[src/ucttmr_pkg.sv]
package ucttmr_pkg;
  localparam int NUM_CH = 4;
  localparam int NUM_BLK = 2;
  // Register locations on the six-bit host address.
  localparam logic [5:0] ADDR_HIGH_RATE = 6'h2D;
  localparam logic [5:0] ADDR_TEST_RATE = 6'h39;
  localparam logic [5:0] ADDR_DIV2_SET = 6'h2E;
  localparam logic [5:0] ADDR_DIV2_CLR = 6'h2F;
  // Locations inside a block; bit 3 of the address picks the channel.
  localparam logic [3:0] LOC_AUX = 4'h4;
  localparam logic [3:0] LOC_ISR = 4'h5;
  localparam logic [3:0] LOC_CNT_HIGH = 4'h6;
  localparam logic [3:0] LOC_CNT_LOW = 4'h7;
  localparam logic [3:0] LOC_START = 4'hE;
  localparam logic [3:0] LOC_STOP = 4'hF;
  localparam logic [2:0] LOC_CSEL = 3'h1;
  localparam logic [2:0] LOC_CMD = 3'h2;
  localparam int BLK_BIT = 4;
  localparam int CH_BIT = 3;
  localparam int BANK_BIT = 5;
  // Field layouts and codes.
  localparam int AUX_GROUP_BIT = 7;
  localparam int AUX_TIMER_BIT = 6;
  localparam int AUX_SRC_LSB = 4;
  localparam int ISR_READY_BIT = 3;
  localparam logic [1:0] SRC_PIN = 2'h0;
  localparam logic [1:0] SRC_PIN16 = 2'h1;
  localparam logic [1:0] SRC_XTAL = 2'h2;
  localparam logic [1:0] SRC_XTAL16 = 2'h3;
  localparam logic [3:0] CSEL_CT = 4'hD;
  localparam logic [3:0] CMD_TO_ON = 4'hA;
  localparam logic [3:0] CMD_TO_OFF = 4'hC;
  localparam logic [7:0] RATE_LOW = 8'h00;
  localparam logic [7:0] RATE_HIGH = 8'h01;
  localparam logic [7:0] AUX_RESET = 8'h00;
  localparam logic [7:0] MASK_RESET = 8'h00;
  localparam logic [7:0] CSEL_RESET = 8'h00;
  localparam logic [15:0] PRESET_RESET = 16'h0000;
  localparam logic [3:0] PRESCALE_LAST = 4'hF;
  localparam int DIV_W = 13;
  localparam int RATE_RATIO = 16;
endpackage

[src/ucttmr_ct_if.sv]
interface ucttmr_ct_if;
  import ucttmr_pkg::*;
  logic tick;
  logic timer_mode;
  logic timeout_mode;
  logic [15:0] preset;
  logic start;
  logic stop;
  logic to_arm;
  logic rx_load;
  logic [15:0] count;
  logic ct_out;
  logic ready_set;
  logic ready_clr;
  modport ctl (output tick, timer_mode, timeout_mode, preset, start, stop,
    to_arm, rx_load, input count, ct_out, ready_set, ready_clr);
  modport ctr (input tick, timer_mode, timeout_mode, preset, start, stop,
    to_arm, rx_load, output count, ct_out, ready_set, ready_clr);
endinterface

[src/ucttmr_top.sv]
// How it works
// - Eighteen standard rates in two groups; aux_control bit 7 picks the group.
// - High-rate and test-rate locations take 00 or 01 and reset to 00.
// - Every rate generator tick stream runs at sixteen times its baud rate.
// - Divide-by-two feeds timers; rate generator and pin detectors stay undivided.
// - Each counter/timer is a 16-bit divider using the concatenated preset.
// - aux_control bits 6 to 4 pick counter source and counter or timer.
// - Two counters, one per block; outputs feed baud clocks and pins.
// - Output falling edge sets interrupt_status bit 3.
// - Reads of two locations start and stop; bus data is ignored.
// - Start loads the preset into the working count, except in time-out mode, where start is ignored.
// - Stop clears interrupt_status bit 3 in every mode; a set in the same cycle wins.
// - Timer mode gives a square wave with half period equal to preset.
// - Timer flags every falling edge and keeps running after stop.
// - Channels clocked by the counter/timer work in 16x mode.
// - Counter counts to zero, flags, drops output, then wraps silently.
// - Count value reads return the live count.
// - In time-out mode each received character reloads and restarts.
// - Command Ax arms time-out, clears ready, holds; Cx disarms.
module ucttmr_top (
  input wire logic clk,
  input wire logic reset,
  input wire logic host_cs_n,
  input wire logic host_rd_n,
  input wire logic host_wr_n,
  input wire logic [5:0] host_addr,
  input wire logic [7:0] host_wdata,
  output logic [7:0] host_rdata,
  output logic host_rdata_oe,
  input wire logic [ucttmr_pkg::NUM_BLK-1:0] ct_ext_pin,
  input wire logic [ucttmr_pkg::NUM_CH-1:0] rx_char_load,
  output logic [ucttmr_pkg::NUM_CH-1:0] chan_clk16,
  output logic [ucttmr_pkg::NUM_CH-1:0] chan_16x_mode,
  output logic [ucttmr_pkg::NUM_BLK-1:0] ct_pin_out,
  output logic [ucttmr_pkg::NUM_BLK-1:0] counter_ready,
  output logic div2_active,
  output logic core_tick
);
  import ucttmr_pkg::*;

  logic [2:0] cs_sync_q;
  logic [2:0] rd_sync_q;
  logic [2:0] wr_sync_q;
  logic [5:0] addr_m_q;
  logic [5:0] addr_q;
  logic [7:0] wdata_m_q;
  logic [7:0] wdata_q;
  logic [NUM_BLK-1:0] pin_m_q;
  logic [NUM_BLK-1:0] pin_s_q;
  logic [NUM_BLK-1:0] pin_prev_q;
  logic rd_now;
  logic rd_was;
  logic wr_now;
  logic wr_was;
  logic rd_go;
  logic wr_go;
  logic in_bank;
  logic blk_sel;
  logic ch_sel;
  logic [1:0] ch_idx;

  logic [7:0] high_rate_q;
  logic [7:0] test_rate_q;
  logic div2_q;
  logic half_q;
  logic [7:0] aux_q [NUM_BLK];
  logic [7:0] mask_q [NUM_BLK];
  logic [7:0] preset_hi_q [NUM_BLK];
  logic [7:0] preset_lo_q [NUM_BLK];
  logic [NUM_BLK-1:0] ready_q;
  logic [7:0] csel_q [NUM_CH];
  logic [NUM_CH-1:0] to_on_q;
  logic [NUM_CH-1:0] brg_tick;
  logic [NUM_CH*4-1:0] rate_code;
  logic [NUM_CH-1:0] group_sel;
  logic [NUM_BLK-1:0] ct_out_prev_q;
  logic [7:0] rdata_d;
  logic base_tick;

  // Host strobes, address and data pass two flops; a third finds the edge.
  always_ff @(posedge clk or posedge reset) begin
    if (reset) begin
      cs_sync_q <= 3'h7;
      rd_sync_q <= 3'h7;
      wr_sync_q <= 3'h7;
      addr_m_q <= '0;
      addr_q <= '0;
      wdata_m_q <= '0;
      wdata_q <= '0;
    end else begin
      cs_sync_q <= {cs_sync_q[1:0], host_cs_n};
      rd_sync_q <= {rd_sync_q[1:0], host_rd_n};
      wr_sync_q <= {wr_sync_q[1:0], host_wr_n};
      addr_m_q <= host_addr;
      addr_q <= addr_m_q;
      wdata_m_q <= host_wdata;
      wdata_q <= wdata_m_q;
    end
  end

  assign rd_now = !cs_sync_q[1] && !rd_sync_q[1];
  assign rd_was = !cs_sync_q[2] && !rd_sync_q[2];
  assign wr_now = !cs_sync_q[1] && !wr_sync_q[1];
  assign wr_was = !cs_sync_q[2] && !wr_sync_q[2];
  assign rd_go = rd_now && !rd_was;
  assign wr_go = wr_now && !wr_was;
  assign in_bank = !addr_q[BANK_BIT];
  assign blk_sel = addr_q[BLK_BIT];
  assign ch_sel = addr_q[CH_BIT];
  assign ch_idx = {blk_sel, ch_sel};

  // Global rate and clock options.
  always_ff @(posedge clk or posedge reset) begin
    if (reset) begin
      high_rate_q <= RATE_LOW;
      test_rate_q <= RATE_LOW;
      div2_q <= 1'b0;
    end else if (wr_go) begin
      if (addr_q == ADDR_HIGH_RATE) begin
        high_rate_q <= wdata_q;
      end
      if (addr_q == ADDR_TEST_RATE) begin
        test_rate_q <= wdata_q;
      end
      if (addr_q == ADDR_DIV2_SET) begin
        div2_q <= 1'b1;
      end
      if (addr_q == ADDR_DIV2_CLR) begin
        div2_q <= 1'b0;
      end
    end
  end

  // Halved clock as an enable for the counter/timer sources; rate generator and pin detectors stay undivided.
  always_ff @(posedge clk or posedge reset) begin
    if (reset) begin
      half_q <= 1'b0;
    end else begin
      half_q <= ~half_q;
    end
  end
  assign base_tick = div2_q ? half_q : 1'b1;

  // External counter pins keep the undivided clock for edge detection.
  always_ff @(posedge clk or posedge reset) begin
    if (reset) begin
      pin_m_q <= '0;
      pin_s_q <= '0;
      pin_prev_q <= '0;
    end else begin
      pin_m_q <= ct_ext_pin;
      pin_s_q <= pin_m_q;
      pin_prev_q <= pin_s_q;
    end
  end

  genvar b;
  generate
    for (b = 0; b < NUM_BLK; b++) begin : g_blk
      ucttmr_ct_if cif ();
      logic [3:0] pre_q;
      logic pin_rise;
      logic pin16;
      logic xtal16;
      logic blk_hit;

      assign blk_hit = in_bank && (blk_sel == 1'(b));
      assign pin_rise = pin_s_q[b] && !pin_prev_q[b];
      assign pin16 = pin_rise && (pre_q == PRESCALE_LAST);
      assign xtal16 = base_tick && (pre_q == PRESCALE_LAST);

      always_ff @(posedge clk or posedge reset) begin
        if (reset) begin
          pre_q <= '0;
        end else if (aux_q[b][AUX_SRC_LSB +: 2] == SRC_PIN16) begin
          pre_q <= pin_rise ? pre_q + 1'b1 : pre_q;
        end else begin
          pre_q <= base_tick ? pre_q + 1'b1 : pre_q;
        end
      end

      always_ff @(posedge clk or posedge reset) begin
        if (reset) begin
          aux_q[b] <= AUX_RESET;
          mask_q[b] <= MASK_RESET;
          preset_hi_q[b] <= PRESET_RESET[15:8];
          preset_lo_q[b] <= PRESET_RESET[7:0];
        end else if (wr_go && blk_hit) begin
          case (addr_q[3:0])
            LOC_AUX: aux_q[b] <= wdata_q;
            LOC_ISR: mask_q[b] <= wdata_q;
            LOC_CNT_HIGH: preset_hi_q[b] <= wdata_q;
            LOC_CNT_LOW: preset_lo_q[b] <= wdata_q;
            default: ;
          endcase
        end
      end

      always_comb begin
        case (aux_q[b][AUX_SRC_LSB +: 2])
          SRC_PIN: cif.tick = pin_rise;
          SRC_PIN16: cif.tick = pin16;
          SRC_XTAL: cif.tick = base_tick;
          SRC_XTAL16: cif.tick = xtal16;
          default: cif.tick = 1'b0;
        endcase
      end
      assign cif.timer_mode = aux_q[b][AUX_TIMER_BIT];
      assign cif.timeout_mode = |to_on_q[2*b +: 2];
      assign cif.preset = {preset_hi_q[b], preset_lo_q[b]};
      assign cif.start = rd_go && blk_hit &&
                         (addr_q[3:0] == LOC_START);
      assign cif.stop = rd_go && blk_hit &&
                        (addr_q[3:0] == LOC_STOP);
      assign cif.to_arm = wr_go && blk_hit && (addr_q[2:0] == LOC_CMD) &&
                          (wdata_q[7:4] == CMD_TO_ON);
      assign cif.rx_load = |(rx_char_load[2*b +: 2] &
                             to_on_q[2*b +: 2]);

      ucttmr_counter u_ct (
        .clk(clk),
        .reset(reset),
        .c(cif.ctr)
      );

      // Set wins over clear for the ready flag.
      always_ff @(posedge clk or posedge reset) begin
        if (reset) begin
          ready_q[b] <= 1'b0;
        end else if (cif.ready_set) begin
          ready_q[b] <= 1'b1;
        end else if (cif.ready_clr) begin
          ready_q[b] <= 1'b0;
        end
      end

      always_ff @(posedge clk or posedge reset) begin
        if (reset) begin
          ct_out_prev_q[b] <= 1'b1;
          ct_pin_out[b] <= 1'b1;
          counter_ready[b] <= 1'b0;
        end else begin
          ct_out_prev_q[b] <= cif.ct_out;
          ct_pin_out[b] <= cif.ct_out;
          counter_ready[b] <= ready_q[b] && mask_q[b][ISR_READY_BIT];
        end
      end
    end
  endgenerate

  // Per-channel clock select and time-out enable.
  genvar c;
  generate
    for (c = 0; c < NUM_CH; c++) begin : g_ch
      logic ch_hit;
      logic ct_rise;
      assign ch_hit = wr_go && in_bank && (ch_idx == 2'(c));
      assign rate_code[c*4 +: 4] = csel_q[c][7:4];
      assign group_sel[c] = aux_q[c/2][AUX_GROUP_BIT];
      assign ct_rise = g_blk[c/2].cif.ct_out && !ct_out_prev_q[c/2];

      always_ff @(posedge clk or posedge reset) begin
        if (reset) begin
          csel_q[c] <= CSEL_RESET;
          to_on_q[c] <= 1'b0;
        end else if (ch_hit) begin
          if (addr_q[2:0] == LOC_CSEL) begin
            csel_q[c] <= wdata_q;
          end
          if (addr_q[2:0] == LOC_CMD && wdata_q[7:4] == CMD_TO_ON) begin
            to_on_q[c] <= 1'b1;
          end
          if (addr_q[2:0] == LOC_CMD && wdata_q[7:4] == CMD_TO_OFF) begin
            to_on_q[c] <= 1'b0;
          end
        end
      end

      always_ff @(posedge clk or posedge reset) begin
        if (reset) begin
          chan_clk16[c] <= 1'b0;
          chan_16x_mode[c] <= 1'b0;
        end else if (csel_q[c][7:4] == CSEL_CT) begin
          chan_clk16[c] <= ct_rise;
          chan_16x_mode[c] <= 1'b1;
        end else begin
          chan_clk16[c] <= brg_tick[c];
          chan_16x_mode[c] <= 1'b0;
        end
      end
    end
  endgenerate

  ucttmr_rate_gen #(
    .CHANNELS(NUM_CH)
  ) u_rate (
    .clk(clk),
    .reset(reset),
    .group_sel(group_sel),
    .high_rate(high_rate_q[0]),
    .test_rate(test_rate_q[0]),
    .rate_code(rate_code),
    .tick16(brg_tick)
  );

  // Read data; count values are the live working count.
  always_comb begin
    rdata_d = '0;
    if (in_bank) begin
      case (addr_q[3:0])
        LOC_ISR: rdata_d[ISR_READY_BIT] = ready_q[blk_sel];
        LOC_CNT_HIGH: rdata_d = blk_sel ? g_blk[1].cif.count[15:8] :
                                          g_blk[0].cif.count[15:8];
        LOC_CNT_LOW: rdata_d = blk_sel ? g_blk[1].cif.count[7:0] :
                                         g_blk[0].cif.count[7:0];
        default: rdata_d = '0;
      endcase
    end
  end

  always_ff @(posedge clk or posedge reset) begin
    if (reset) begin
      host_rdata <= '0;
      host_rdata_oe <= 1'b0;
    end else begin
      host_rdata <= rd_go ? rdata_d : host_rdata;
      host_rdata_oe <= rd_now;
    end
  end

  always_ff @(posedge clk or posedge reset) begin
    if (reset) begin
      div2_active <= 1'b0;
      core_tick <= 1'b0;
    end else begin
      div2_active <= div2_q;
      core_tick <= base_tick;
    end
  end
endmodule

[src/ucttmr_rate_gen.sv]
module ucttmr_rate_gen #(
  parameter int CHANNELS = ucttmr_pkg::NUM_CH
) (
  input wire logic clk,
  input wire logic reset,
  input wire logic [CHANNELS-1:0] group_sel,
  input wire logic high_rate,
  input wire logic test_rate,
  input wire logic [CHANNELS*4-1:0] rate_code,
  output logic [CHANNELS-1:0] tick16
);
  import ucttmr_pkg::*;

  // Divisors of the crystal clock giving sixteen ticks per bit.
  function automatic logic [DIV_W-1:0] divisor(input logic grp,
                                               input logic [3:0] code);
    logic [DIV_W-1:0] d;
    d = '0;
    case ({grp, code})
      5'h00: d = 13'h1200;
      5'h01, 5'h11: d = 13'h082E;
      5'h02, 5'h12: d = 13'h06B1;
      5'h03: d = 13'h0480;
      5'h04, 5'h14: d = 13'h0300;
      5'h05, 5'h15: d = 13'h0180;
      5'h06, 5'h16: d = 13'h00C0;
      5'h07: d = 13'h00DB;
      5'h08, 5'h18: d = 13'h0060;
      5'h09, 5'h19: d = 13'h0030;
      5'h0A: d = 13'h0020;
      5'h0B, 5'h1B: d = 13'h0018;
      5'h0C: d = 13'h0006;
      5'h10: d = 13'h0C00;
      5'h13: d = 13'h0600;
      5'h17: d = 13'h0073;
      5'h1A: d = 13'h0080;
      5'h1C: d = 13'h000C;
      default: d = '0;
    endcase
    return d;
  endfunction

  genvar g;
  generate
    for (g = 0; g < CHANNELS; g++) begin : g_ch
      logic [DIV_W-1:0] cnt_q;
      logic [DIV_W-1:0] div;
      always_comb begin
        div = divisor(group_sel[g], rate_code[g*4 +: 4]);
        if (test_rate) begin
          div = div >> 2;
        end else if (high_rate) begin
          div = div >> 1;
        end
      end
      always_ff @(posedge clk or posedge reset) begin
        if (reset) begin
          cnt_q <= '0;
          tick16[g] <= 1'b0;
        end else if (div == '0) begin
          cnt_q <= '0;
          tick16[g] <= 1'b0;
        end else if (cnt_q >= div - 1'b1) begin
          cnt_q <= '0;
          tick16[g] <= 1'b1;
        end else begin
          cnt_q <= cnt_q + 1'b1;
          tick16[g] <= 1'b0;
        end
      end
    end
  endgenerate
endmodule

[src/ucttmr_counter.sv]
module ucttmr_counter (
  input wire logic clk,
  input wire logic reset,
  ucttmr_ct_if.ctr c
);
  import ucttmr_pkg::*;

  logic [15:0] count_q;
  logic out_q;
  logic run_q;
  logic set_q;
  logic as_timer;
  logic advance;
  logic terminal;

  assign as_timer = c.timer_mode && !c.timeout_mode;
  assign advance = c.tick && (run_q || as_timer);
  assign terminal = as_timer ? (count_q <= 16'h0001) : (count_q == 16'h0001);
  assign c.count = count_q;
  assign c.ct_out = out_q;
  assign c.ready_set = set_q;
  // Stop, arming time-out and a received character clear the ready flag.
  assign c.ready_clr = c.stop || c.to_arm ||
                       (c.timeout_mode && c.rx_load);

  always_ff @(posedge clk or posedge reset) begin
    if (reset) begin
      count_q <= '0;
      out_q <= 1'b1;
      run_q <= 1'b0;
    end else if (c.to_arm) begin
      run_q <= 1'b0;
      out_q <= 1'b1;
    end else if (c.timeout_mode && c.rx_load) begin
      count_q <= c.preset;
      run_q <= 1'b1;
    end else if (!c.timeout_mode && c.start) begin
      count_q <= c.preset;
      run_q <= 1'b1;
      out_q <= 1'b1;
    end else if (!c.timeout_mode && c.stop && !as_timer) begin
      run_q <= 1'b0;
    end else if (advance) begin
      if (as_timer && terminal) begin
        count_q <= c.preset;
        out_q <= ~out_q;
      end else begin
        count_q <= count_q - 1'b1;
        if (terminal) begin
          out_q <= 1'b0;
          if (c.timeout_mode) begin
            run_q <= 1'b0;
          end
        end
      end
    end
  end

  // One pulse whenever the output falls or the time-out expires.
  always_ff @(posedge clk or posedge reset) begin
    if (reset) begin
      set_q <= 1'b0;
    end else begin
      set_q <= advance && terminal && !c.to_arm &&
               (c.timeout_mode ? 1'b1 : out_q) &&
               !(c.timeout_mode && c.rx_load) &&
               !(!c.timeout_mode && c.start);
    end
  end
endmodule

[config.mk]
export PLATFORM = sky130hd
export DESIGN_NAME = ucttmr_top
export DESIGN_NICKNAME = d
export VERILOG_FILES = /design/src/ucttmr_pkg.sv /design/src/ucttmr_ct_if.sv /design/src/ucttmr_top.sv /design/src/ucttmr_rate_gen.sv /design/src/ucttmr_counter.sv
export SDC_FILE = /design/constraint.sdc
export NUM_CORES = 1
export LEC_CHECK = 0
export BUFFER_PORTS_ARGS = -buffer_cell sky130_fd_sc_hd__clkbuf_2
export CORE_MARGIN = 1.5
export CORE_UTILIZATION = 60
export CTS_CLUSTER_DIAMETER = 200
export CTS_CLUSTER_SIZE = 8
export DETAILED_ROUTE_END_ITERATION = 8
export MAX_ROUTING_LAYER = met4
export PLACE_DENSITY = 0.77
export SLEW_MARGIN = 20
export SYNTH_ARGS = -nofsm -noshare
export SYNTH_HDL_FRONTEND = slang
export SYNTH_SLANG_ARGS = --single-unit
[constraint.sdc]
create_clock -name clk -period 21.8 [get_ports clk]
set_input_delay 4.36 -clock clk [delete_from_list [all_inputs] [get_ports clk]]
set_output_delay 4.36 -clock clk [all_outputs]
set_load 0.01 [all_outputs]
**After elaboration in Yosys (flattened, before gate mapping)**

Memories as Yosys holds them, arrays and structs flattened.
Index checks and enable logic that the tools add are counted.

- Memories: 4
- Memory bits (read-only): 1664
- Bits of input ports: 25
- Bits in registers: 266
- Word-level logic and storage cells: 385
- Output and inout bits: 23

Memories:

| name | depth | width | rd ports | clocked after memory_dff | write ports | line | source |
|---|---|---|---|---|---|---|---|
| (name not given) | 32 | 13 | 1 | 0 | 0 | ucttmr_rate_gen.sv:19 | `case ({grp, code})` |
| (name not given) | 32 | 13 | 1 | 0 | 0 | ucttmr_rate_gen.sv:19 |  |
| (name not given) | 32 | 13 | 1 | 0 | 0 | ucttmr_rate_gen.sv:19 |  |
| (name not given) | 32 | 13 | 1 | 0 | 0 | ucttmr_rate_gen.sv:19 |  |

- Multiplexer cells: 101
- Bitwise logic cells: 8
- Equality and inequality tests: 41
- Reduce and logical (&&, ||, !) cells: 146
- $add $sub $neg: 12
- $lt $le $gt $ge: 7

Operators with widths:

| kind | number |
|---|---|
| $mux 13 | 16 |
| $mux 16 | 10 |
| $logic_and 1x1->1 | 61 |
| $mux 1 | 61 |
| $add 13x1->13 const B | 4 |
| $ge 13x13->1 | 4 |
| $logic_not 13->1 | 4 |
| $sub 13x1->13 const B | 4 |
| $reduce_and 2->1 | 21 |
| $eq 4x4->1 const B | 10 |
| $eq 16x1->1 const B | 2 |
| $le 16x1->1 const B | 2 |
| $sub 16x1->16 const B | 2 |
| $reduce_bool 5->1 | 6 |
| $eq 6x6->1 const B | 4 |
| $mux 4 | 6 |
| $mux 8 | 3 |
| $logic_not 1->1 | 23 |
| $eq 4x3->1 const B | 4 |
| $reduce_and 4->1 | 4 |
| $eq 2x2->1 const B | 6 |
| $ne 3x1->1 const B | 4 |
| $reduce_bool 2->1 | 6 |
| $reduce_bool 3->1 | 4 |
| 19 further kinds | 44 |

**Depth between registers and ports, before layout**

Gate-level depths: netlist of run 1.

- Word-level depth: 12
- Depth in mapped cells: 22
- Gate-level depth less buffers: 20

**By module**

A second synthesis of run 1 with hierarchy kept.

- Cells, all modules: 1614
- Area, all modules: 15832.7 µm²

Modules (own cells, without submodules):

| module | seq. area each (µm²) | area each (µm²) | times used | cells each |
|---|---|---|---|---|
| ucttmr_rate_gen | 1401.3 | 7696.1 | 1 | 936 |
| ucttmr_top | 3567.2 | 5432.7 | 1 | 369 |
| ucttmr_counter at g_blk[0].u_ct | 476.7 | 1377.6 | 1 | 153 |
| ucttmr_counter at g_blk[1].u_ct | 476.7 | 1326.3 | 1 | 156 |

**Least setup slack after synthesis of run 1**

No wires, ideal clock.

- Path kind: input to register
- From: in rx_char_load[0] in the netlist's numbering
- To: reg g_blk[0].u_ct.count_q[6]
- Path buffers: 1
- Data arrival time: 5786 ps
- Stages: 7
- Required time: 21723 ps
- Path slack: 15937 ps
- Setup time: 77 ps
- Cells stage by stage: a22oi_1 > inv_1 > a31oi_1 > a21o_1 > clkbuf_1 > o21ai_0 > o21ai_1

- Cells in the longest elaborated chain, start to end: 5
- Elaborated cells on any way between the ends: 7
- Those cells by class: eq/ne (1); mux (1); bitwise (1); reduce/logical (4)

RTL lines:

| what | line | source |
|---|---|---|
| start: declaration | ucttmr_top.sv:31 | `input wire logic [ucttmr_pkg::NUM_CH-1:0] rx_char_load,` |
| $and 2x2->2 (*) | ucttmr_top.sv:217 | `assign cif.rx_load = \|(rx_char_load[2*b +: 2] &` |
| $reduce_or 2->1 (*) | ucttmr_top.sv:217 |  |
| $logic_and 1x1->1 (*) | ucttmr_counter.sv:34 | `end else if (c.timeout_mode && c.rx_load) begin` |
| $ne 3x1->1 (no source line) / $reduce_bool 3->1 (equally long branches) | - |  |
| $reduce_and 3->1 (no source line) | - |  |
| end signal: assignment | ucttmr_counter.sv:35 | `count_q <= c.preset;` |
| end signal: assignment | ucttmr_counter.sv:38 | `count_q <= c.preset;` |
| end signal: assignment | ucttmr_counter.sv:45 | `count_q <= c.preset;` |
| end: declaration | ucttmr_counter.sv:8 | `logic [15:0] count_q;` |

Mark *: on every way between the ends. The rest lies on a longest branch, timed or not.
A chain may end at the register's enable or synchronous reset.

==> metrics.md, run 1 <==
| Metric | Value |
|---|---|
| Status | complete, no violations |
| Final Hold Fails | 0 |
| Clock share of power | 32.0% |
| Simple-Gate Fraction of Synth Area | 20.0% |
| Global-route usage over all layers | 28.9% |
| Hold_ws | 0.344 ns |
| Initial Util | 61.1% |
| Most common library cell in the layout ignoring fill and taps | dfrtp_1 |
| Worst hold start | wdata_m_q[0] |
| Critical path peak fanout | 108 |
| Reg-to-Reg Start | csel_q[5] |
| NetSw | 0.561 mW |
| Diode count | 0 |
| R2R depth | 18 |
| Minimum clock period | 6.10 ns |
| Mean Syn Cell Area | 9.30 sq um |
| Post-synthesis compound-gate area fraction | 18.3% |
| Post-Place Worst Slack | 15.01 ns |
| Setup Viol. Count Final | 0 |
| Async set-reset flop share out of synthesis | 100% |
| DR WL/cell | 17.9 microns |
| Core ar. | 25,100 sq um |
| CTS Root Cell | clkbuf_16 |
| Met1 Use GR | 38.1% |
| DP Wirelength | 25,300 microns |
| Setup TNS Final | 0 ns |
| Flop pwr share | 37.4% |
| Die Span Y | 163 microns |
| Max Transition Viols Final | 0 |
| RR Endpoint | u_rate.g_ch[3].cnt_q[12] |
| Syn Std Cell Area | 15,300 sq um |
| Hold Path Sink | wdata_q[0] |
| Starting DRT DRC Count | 860 |
| Final WL | 36,000 microns |
| Global route overflow | 0 |
| Synth Instances | 1,651 |
| Worst setup EP type | asynchronous set/reset pin |
| Routed vias | 12,600 |
| First-pass GRT wire length | 60,300 microns |
| Req. time, crit path | 22.32 ns |
| Synth area leaders | dfrtp_1 36%, ha_1 7.7%, mux2_2 4.3% |
| Share of cells above drive strength 1 | 12.8% |
| Dominant cell type by area after synthesis | dfrtp_1 |
| Slew margin rel. | 27.8% |
| Antenna-violating nets left | 0 |
| Post-synthesis mux area share | 6.09% |
| Adder-Cell Fraction of Synth Area | 7.66% |
| Clk buf depth | 3 |
| CTS resizes | 0 |
| Worst Hold Class | reg -> reg |
| Main synth FF type | dfrtp_1 |
| Met3 Track Usage GR | 4.41% |
| FF+latch count, synth | 236 |
| GR peak layer | met2 |
| Slew @ Worst Pin | 1.08 ns |
| Internal | 1.03 mW |
| Maxcap violations | 0 |
| Initial antenna violation count | 0 |
| Type of origin of the critical path | input port |
| CTS tree | done |
| Post-CTS Setup Repair Bufs | 0 |
| CP arrival | 6.62 ns |
| Number of flops mapped to enable cells by yosys | 0 |
| Worst hold path depth | 0 |
| Synth Net Count | 1,770 |
| Netlist cell types | 96 |
| Kind of critical path | in -> async |
| Commonest cells after routing, fill and taps aside | 222 x dfrtp_1, 125 x nor2_1, 120 x nand2_1 |
| DRC Markers | 0 |
| Largest family of logic cells by synthesized area | simple AND/OR/NAND/NOR gates |
| DIE AREA | 26,600 sq um |
| Layout net count | 1,781 |
| Final Total Pwr | 1.59 mW |
| Worst R2R Setup Slack | 16.34 ns |
| Gate power share | 30.6% |
| Synth top area share | 36.4% |
| Switching share of power | 35.3% |
| Final core occ | 66.3% |
| Clock Latency Late Sink | 0.54 ns |
| # IOs | 48 |
| Clock slew at reported path FFs | 0.05 ns |
| DR vias/cell | 6.27 |
| Area growth syn-to-layout | 8.44% |
| RSZ-0062 raised after global routing | no |
| Met2 Resource Use GR | 45.7% |
| Detailed-router iteration count before antenna repair | 5 |
| Number of global-route vias before repair | 12,100 |
| Pwr dens | 95.6 nW/um^2 |
| Max Freq | 164 MHz |
| Site row count | 58 |
| CTS Buf Count | 35 |
| Ys Warns | 0 |
| Fin crit share | 28.0% |
| Register area share after synthesis | 38.6% |
| Fin Clk Skew | 0.0302 ns |
| DIE WIDTH | 163 microns |
| Leakage | 7.65 nW |
| VDD IR max | 0.0920 mV |
| Synth Area in XOR/XNOR | 4.79% |
| GPL Wtd Cong | 0.917 |
| Worst Slack Setup Final | 15.70 ns |
| CTS Sinks | 236 |
| Largest net degree at the start of global routing | 109 |
| CTS hold repair buffers | 0 |
| H-tree levels | 2 |
| Number of port buffers | 47 |
-- Yosys cell counts, types with 15 or more instances --
cell type  number
nor2b_1        18
a211oi_1       20
o211ai_1       15
nand4_1        23
a21oi_1        96
ha_1           94
buf_2          29
nor2_1        125
and3_1         30
xor2_1         48
nand3_1        68
mux2_2         59
inv_1          63
dfrtp_1       223
nor3_1         45
nand2_1       120
o21ai_1        20
clkbuf_1       32
a31oi_1        15
and2_1         15
nand2b_1       32
o21ai_0        95
a21o_1         17
mux2i_1        27
xnor2_1        36
-- worst max-delay path by stage --
stage	slack, ns	start	depth (start not counted)	endpoint
4_1_cts	15.58	reset	4	test_rate_q[0]
3_5_place_dp	15.01	reset	4	test_rate_q[0]
3_3_place_gp	15.04	reset	4	test_rate_q[0]
5_1_grt	15.24	reset	4	test_rate_q[0]
2_1_floorplan	10.99	reset	1	addr_m_q[0]
6_report	15.70	reset	4	wdata_m_q[0]
-- sequential cells by signal, summed over array words and instances (netlist names), 3 cells and up --
signal              cells
addr_m_q                6
addr_q                  6
aux_q                   8
chan_16x_mode           4
chan_clk16              4
cs_sync_q               3
csel_q                 16
g_blk.cif.preset       32
g_blk.pre_q             8
g_blk.u_ct.c.count     32
host_rdata              8
rd_sync_q               3
to_on_q                 4
u_rate.g_ch.cnt_q      52
u_rate.tick16           4
wdata_m_q               8
wdata_q                 8
wr_sync_q               3
-- worst max-delay path: stages --
cell,delay [ns]
clkbuf_2,0.12
inv_8,0.51
buf_4,0.70
buf_4,0.81
-- cell families after synthesis --
group,Yosys count
xor gates and xnor gates,84
and+or+nand+nor,578
buffers and inverters,147
muxes,86
adders and majority gates,94
AOI/OAI and AO/OA,426
DFF,236
-- metrics by stage --
step | cells | instance area [sq um]
finish | 2012 | 16600
global route | 2012 | 16600
CTS | 2012 | 16600
detailed placement | 1955 | 15600
global placement | 1955 | 15600
floorplan | 1651 | 15300
-- final cells by class --
cell class / instances / area [sq um]
flip-flops and latches: 236 / 5920
multi-input cells: 1268 / 8730
well taps: 330 / 413
inverters: 64 / 248
repair buffers: 57 / 310
fillers: 2014 / 8460
clock buffers: 53 / 943
clock inverters: 4 / 78.8
-- power groups by stage --
stage,sequential (mW),clock (mW),combinational (mW)
after detailed placement,0.599,0,0.483
final,0.595,0.510,0.487
after floorplan,0.562,0,0.406
after CTS,0.593,0.521,0.488
after global routing,0.606,0.540,0.556
after global placement,0.596,0,0.463
-- layer usage --
layer | vias to the layer above | wire length [microns]
met3 | 85 | 1910
met2 | 355 | 16900
met5 | - | 0
li1 | 6054 | -
met4 | 0 | 1060
met1 | 6117 | 16200
Note: power is estimated with default switching activity, not from simulation.
==> inputs of run 2 (changes only) <==
--- a/config.mk
+++ b/config.mk
@@ -5,14 +5,15 @@
 export SDC_FILE = /design/constraint.sdc
 export NUM_CORES = 1
 export LEC_CHECK = 0
+export ABC_AREA = 1
 export BUFFER_PORTS_ARGS = -buffer_cell sky130_fd_sc_hd__clkbuf_2
 export CORE_MARGIN = 1.5
-export CORE_UTILIZATION = 60
+export CORE_UTILIZATION = 58
 export CTS_CLUSTER_DIAMETER = 200
 export CTS_CLUSTER_SIZE = 8
 export DETAILED_ROUTE_END_ITERATION = 8
 export MAX_ROUTING_LAYER = met4
-export PLACE_DENSITY = 0.77
+export PLACE_DENSITY = 0.78
 export SLEW_MARGIN = 20
 export SYNTH_ARGS = -nofsm -noshare
 export SYNTH_HDL_FRONTEND = slang
==> constraint.sdc (replaced) <==
create_clock -name clk -period 5.2 [get_ports clk]
set_input_delay 1.04 -clock clk [delete_from_list [all_inputs] [get_ports clk]]
set_output_delay 1.04 -clock clk [all_outputs]
set_load 0.01 [all_outputs]
==> run 2 against run 1 <==
Final cell count rose by 27%. Utilization fell by 2.3 points. Sequential share of layout area fell by 1.1 points. Synthesized cell count rose by 32%. Cell area rose by 3.3%. Combinational power rose to 5.0 times the previous value. Non-clock buffer count fell by 6. Largest power group unchanged. Highest routed layer unchanged.
==> metrics.md, run 2 <==
| Metric | Value |
|---|---|
| Clock slew at reported path FFs | 0.05 ns |
| Largest family of logic cells by synthesized area | simple AND/OR/NAND/NOR gates |
| Crit-path most repeated cell | nand3_1 |
| Initial antenna violation count | 0 |
| RSZ-0062 raised after global routing | no |
| Largest net degree at the start of global routing | 112 |
| DRC Markers | 0 |
| CTS tree | done |
| Mean Syn Cell Area | 7.30 sq um |
| Flop pwr share | 35.5% |
| Slew @ Worst Pin | 0.993 ns |
| Layout net count | 2,321 |
| Post-synthesis compound-gate area fraction | 10.8% |
| DIE AREA | 28,300 sq um |
| Die Span Y | 168 microns |
| Largest register FFs | 52 |
| CP delay by family, top | simple AND/OR/NAND/NOR gates |
| Routed vias | 14,000 |
| Synth area leaders | dfrtp_1 35%, nand2_1 14%, ha_1 7.4% |
| # IOs | 48 |
| Main synth FF type | dfrtp_1 |
| CP peak stage delay | 0.81 ns |
| Site row count | 60 |
| Cell with the most instances after synthesis | nand2_1 |
| Gate power share | 34.4% |
| Critical path peak fanout | 22 |
| CTS Root Cell | clkbuf_16 |
| H-tree levels | 2 |
| CP arrival | 4.77 ns |
| First-pass GRT wire length | 64,500 microns |
| Largest reg by FF count | u_rate.g_ch.cnt_q |
| DR vias/cell | 5.47 |
| Buf+Inv Stages, Crit Path | 3 |
| Req. time, crit path | 5.66 ns |
| Global-route usage over all layers | 28.3% |
| Simple-Gate Fraction of Synth Area | 30.9% |
| Cell Chain, Critical Path | inv_1 -> nand3_1 -> nand3_1 -> a21oi_1 -> ha_1 -> nand3_1 -> nor2_2 -> nand3_2 -> nand2_1 -> inv_1 -> ha_1 -> a21oi_1 -> o21ai_0 -> a21oi_1 -> nand3_1 -> nor2_1 -> nand2_1 -> inv_1 |
| GPL Wtd Cong | 0.927 |
| Number of port buffers | 47 |
| Synth Instances | 2,173 |
| Filler cells | 2,437 |
| Slew margin rel. | 33.8% |
| CTS Buf Count | 35 |
| CP max-delay cell | dfrtp_1 |
| Netlist cell types | 52 |
| Setup TNS Final | 0 ns |
| Minimum clock period | 4.31 ns |
| Clock Latency Late Sink | 0.52 ns |
| Number of flops mapped to enable cells by yosys | 0 |
| Final core occ | 64.0% |
| DIE WIDTH | 168 microns |
| CTS hold repair buffers | 0 |
| Commonest cells after routing, fill and taps aside | 578 x nand2_1, 256 x nor2_1, 232 x inv_1 |
| Most frequent cells after synthesis | 578 x nand2_1, 256 x nor2_1, 233 x inv_1 |
| Register area share after synthesis | 37.4% |
| Number of global-route vias before repair | 13,400 |
| VDD IR max | 0.325 mV |
| Maxcap violations | 0 |
| Adder-Cell Fraction of Synth Area | 7.42% |
| Clock share of power | 30.1% |
| Kind of critical path | reg -> reg |
| DP Wirelength | 26,800 microns |
| Antenna-violating nets left | 0 |
| Initial Util | 59.0% |
| FF+latch count, synth | 236 |
| Post-synthesis mux area share | 0.426% |
| Area of the multi-input gates | 8530 sq um |
| Core ar. | 26,900 sq um |
| Type of origin of the critical path | register |
| Clk buf depth | 3 |
| Status | complete, no violations |
| Async set-reset flop share out of synthesis | 100% |
| Max Freq | 232 MHz |
| Diode count | 0 |
| Setup Viol. Count Final | 0 |
| Share of cells above drive strength 1 | 10.1% |
| Worst setup EP type | register |
| Worst Slack Setup Final | 0.891 ns |
| Pwr dens | 412 nW/um^2 |
| NetSw | 2.72 mW |
| Area growth syn-to-layout | 8.48% |
| Final WL | 37,500 microns |
| Synth top area share | 35.2% |
| Syn Std Cell Area | 15,900 sq um |
| Ys Warns | 0 |
| CTS resizes | 0 |
| Fin Clk Skew | 0.0234 ns |
| Detailed-router iteration count before antenna repair | 6 |
| CTS Sinks | 236 |
| Internal | 4.37 mW |
| Max Transition Viols Final | 0 |
| Register area | 5920 sq um |
| DR WL/cell | 14.6 microns |
| Leakage | 8.98 nW |
| Post-CTS Setup Repair Bufs | 0 |
| Synth Area in XOR/XNOR | 4.25% |
| Synth Net Count | 2,292 |
| Dominant cell type by area after synthesis | dfrtp_1 |
| Most common library cell in the layout ignoring fill and taps | nand2_1 |
| Global route overflow | 0 |
| Switching share of power | 38.4% |
| Worst Hold Class | reg -> reg |
| Post-Place Worst Slack | 0.934 ns |
| Fin crit share | 82.9% |
| Starting DRT DRC Count | 1,123 |
| Final Hold Fails | 0 |
## run 2: changes by cell type in the layout (fill, tap and decap cells not counted), sizes merged, moves of 22 or more
cell,delta
nand4,+24
o21ai,+53
nor2,+151
nand2,+483
nand2b,-32
and3,-22
a211oi,-22
mux2i,-27
nand3,+68
mux2,-53
inv,+198
## run 2: path summary, 6_finish.rpt
path	startpoint	to	slack (ns)	cells after the start
setup / recovery	aux_q[15]	u_rate.g_ch[1].cnt_q[8]	0.89	18
hold / removal	wdata_m_q[5]	wdata_q[5]	0.33	0
setup reg to reg	aux_q[15]	u_rate.g_ch[1].cnt_q[8]	0.89	18
hold reg to reg	wdata_m_q[5]	wdata_q[5]	0.33	0
max in group asynchronous	reset	u_rate.g_ch[2].cnt_q[0]	3.55	3
min in group asynchronous	reset	u_rate.g_ch[1].cnt_q[3]	0.61	2
## run 2: cells by family after synthesis
| kind of cell | after synthesis |
|---|---|
| buf+inv | 324 |
| mux | 6 |
| flops | 236 |
| simple gates | 1130 |
| xor+xnor | 77 |
| fa+ha+maj | 94 |
| compound gates | 306 |
## run 2: per-layer routing
layer	up-vias	share of wire (%)	track usage, %
li1	7056	-	-
met1	6515	45	36.8
met2	363	47	46.0
met3	94	4.6	3.43
met4	0	3.3	9.94
met5	-	0	-
## run 2: power groups by stage
stage | clock [mW] | sequential [mW] | combinational, mW
CTS | 2.17 | 2.51 | 2.44
floorplan | 0 | 2.41 | 2.01
global placement | 0 | 2.53 | 2.33
detailed placement | 0 | 2.53 | 2.43
global route | 2.25 | 2.55 | 2.83
finish | 2.13 | 2.52 | 2.44
## run 2: area by class of cell
class | instances | share of cell area [%]
sequential | 236 | 34.4
clock inverter | 4 | 0.495
timing repair buffer | 51 | 1.69
tap | 341 | 2.48
clock buffer | 53 | 5.49
multi-input combinational | 1613 | 49.6
inverter | 265 | 5.83
## run 2: per-stage QoR
stage | area, sq um | std cells | hold WS (ns) | power [mW]
6_report | 17200 | 2563 | 0.333 | 7.09
5_1_grt | 17200 | 2563 | 0.343 | 7.64
4_1_cts | 17200 | 2563 | 0.337 | 7.13
3_5_place_dp | 16200 | 2506 | 0.335 | 4.96
3_3_place_gp | 16200 | 2506 | 0.333 | 4.86
2_1_floorplan | 15900 | 2173 | 0.331 | 4.42
==> inputs of run 3 (changes only) <==
==> constraint.sdc (replaced) <==
create_clock -name clk -period 3.75 [get_ports clk]
set_input_delay 0.75 -clock clk [delete_from_list [all_inputs] [get_ports clk]]
set_output_delay 0.75 -clock clk [all_outputs]
set_load 0.01 [all_outputs]
==> run 3 against run 2 <==
Wire length rose by 2.5%. Largest cell class unchanged. Worst hold slack got worse by 0.16 ns. Combinational power increased by 44%. Clock-buffer cell count rose by 7. Sequential power rose by 38%. Highest routed layer unchanged. First-iteration DRC count decreased by 11%. Total power grew 41%. Critical endpoint is now u_rate.g_ch[1].cnt_q[11].
==> metrics.md, run 3 (synthesis gave the netlist of run 2 again) <==
| Metric | Value |
|---|---|
| Kind of critical path | reg -> reg |
| Diode count | 0 |
| Commonest cells after routing, fill and taps aside | 578 x nand2_1, 255 x nor2_1, 229 x inv_1 |
| Fin crit share | 94.4% |
| Minimum clock period | 3.54 ns |
| First-pass GRT wire length | 64,600 microns |
| CP arrival | 3.99 ns |
| Most common library cell in the layout ignoring fill and taps | nand2_1 |
| DP Wirelength | 27,200 microns |
| Slew @ Worst Pin | 0.923 ns |
| Antenna-violating nets left | 0 |
| Worst setup EP type | register |
| R2R depth | 21 |
| Worst R2R Setup Slack | 0.21 ns |
| VDD IR max | 0.412 mV |
| Largest reg by FF count | u_rate.g_ch.cnt_q |
| DRC Markers | 0 |
| DIE WIDTH | 168 microns |
| Gate power share | 35.2% |
| Req. time, crit path | 4.20 ns |
| Final WL | 38,400 microns |
| GPL Wtd Cong | 0.943 |
| NetSw | 3.84 mW |
| Layout net count | 2,365 |
| Max Freq | 282 MHz |
| Maxcap violations | 0 |
| Leakage | 9.22 nW |
| Fin Clk Skew | 0.0241 ns |
| H-tree levels | 2 |
| Worst Hold Class | in -> async |
| Cell Chain, Critical Path | buf_4 -> ha_1 -> nand2_1 -> nand2_1 -> nand3_1 -> nand3_2 -> a21oi_2 -> ha_2 -> nand3_1 -> nor2_4 -> nand3_2 -> nand2_1 -> inv_1 -> ha_1 -> a21oi_1 -> o21ai_0 -> a21oi_2 -> nand3_4 -> nor2_1 -> nand2_1 -> inv_1 |
| DIE AREA | 28,300 sq um |
| Switching share of power | 38.4% |
| Initial Util | 59.0% |
| Placed cell area | 16,400 sq um |
| Largest net degree at the start of global routing | 136 |
| Max Transition Viols Final | 0 |
| Post-Place Worst Slack | -0.145 ns |
| CTS tree | done |
| Reg-to-Reg Start | csel_q[20] |
| Type of origin of the critical path | register |
| DR WL/cell | 14.7 microns |
| Die Span Y | 168 microns |
| Share of cells above drive strength 1 | 13.2% |
| Starting DRT DRC Count | 998 |
| Worst Slack Setup Final | 0.209 ns |
| Area growth syn-to-layout | 11.5% |
| Global route overflow | 0 |
| RR Endpoint | u_rate.g_ch[1].cnt_q[11] |
| Final instance area | 17,700 sq um |
| Global-route usage over all layers | 28.4% |
| CTS Sinks | 236 |
| Clock slew at reported path FFs | 0.05 ns |
| CTS Buf Count | 35 |
| Initial antenna violation count | 0 |
| Slew margin rel. | 38.5% |
| Clk buf depth | 3 |
| Number of port buffers | 47 |
| Detailed-router iteration count before antenna repair | 6 |
| Core ar. | 26,900 sq um |
| DR vias/cell | 5.48 |
| CP max-delay cell | dfrtp_2 |
| CTS Root Cell | clkbuf_16 |
| Clock share of power | 30.1% |
| Final Hold Fails | 0 |
| CP peak stage delay | 0.44 ns |
| Status | complete, no violations |
| Routed vias | 14,300 |
| Crit-path most repeated cell | nand2_1 |
| Filler cells | 2,355 |
| Critical path peak fanout | 7 |
| Site row count | 60 |
| Largest register FFs | 52 |
| Number of global-route vias before repair | 13,800 |
| Pwr dens | 566 nW/um^2 |
| Internal | 6.16 mW |
| Flop pwr share | 34.7% |
| Clock Latency Late Sink | 0.52 ns |
| Setup Viol. Count Final | 0 |
| # IOs | 48 |
[run 3: timing repair]
item,in CTS,in global routing
setup buffers,0,16
endpoints found under the setup margin,14,56
pin swaps,0,7
hold endpoints to repair,0,0
cloned,0,1
resized for setup,1,37
hold buffers,0,0
[run 3: cell type report]
cell class              count  area [sq um]  share of cell area [%]
inverters                 265          1010                    5.72
clock buffers              60           970                    5.49
well taps                 341           427                    2.41
flip-flops and latches    236          5940                    33.6
multi-input cells        1614          8630                    48.8
clock inverters             4          85.1                   0.481
repair buffers             94           617                    3.49
[run 3: metal layers]
| layer | track usage, % | part of all wire [%] |
|---|---|---|
| met1 | 35.9 | 44 |
| met2 | 47.1 | 48 |
| met3 | 3.15 | 4.6 |
| met4 | 10.7 | 3.4 |
| met5 | - | 0 |
[run 3: worst max-delay path by stage]
| stage | to | from | slack (ns) |
|---|---|---|---|
| after floorplan | addr_m_q[0] | reset | -0.08 |
| final | u_rate.g_ch[1].cnt_q[11] | csel_q[20] | 0.21 |
| after CTS | u_rate.g_ch[1].cnt_q[8] | csel_q[20] | 0.01 |
| after global routing | u_rate.g_ch[2].cnt_q[2] | csel_q[12] | -0.05 |
| after global placement | u_rate.g_ch[3].cnt_q[7] | csel_q[5] | 0.15 |
| after detailed placement | u_rate.g_ch[1].cnt_q[0] | csel_q[20] | -0.15 |
[run 3: power groups by stage]
stage	clock network [mW]	registers, mW	logic, mW
2_1_floorplan	0	3.35	2.79
3_3_place_gp	0	3.49	3.29
3_5_place_dp	0	3.50	3.42
4_1_cts	3.07	3.46	3.45
5_1_grt	3.17	3.54	4.05
6_report	3.01	3.47	3.52
[run 3: metrics by stage]
| step | power [mW] | utilization [%] | hold slack, ns | TNS (ns) | std cells |
|---|---|---|---|---|---|
| CTS | 9.99 | 64.9 | 0.172 | 0 | 2597 |
| global route | 10.8 | 65.8 | 0.178 | -0.498 | 2614 |
| global placement | 6.78 | 60.9 | 0.331 | 0 | 2533 |
| floorplan | 6.13 | - | 0.331 | -18.12 | 2173 |
| detailed placement | 6.92 | 60.9 | 0.335 | -1.44 | 2533 |
| finish | 10.0 | 65.8 | 0.172 | 0 | 2614 |
[run 3: worst max-delay path: cells and delay by family (launching register included)]
kind | cells | cell delay (ns)
simple gates | 11 | 1.17
compound gates | 4 | 0.85
fa+ha+maj | 3 | 0.75
flops | 1 | 0.44
buf+inv | 3 | 0.27
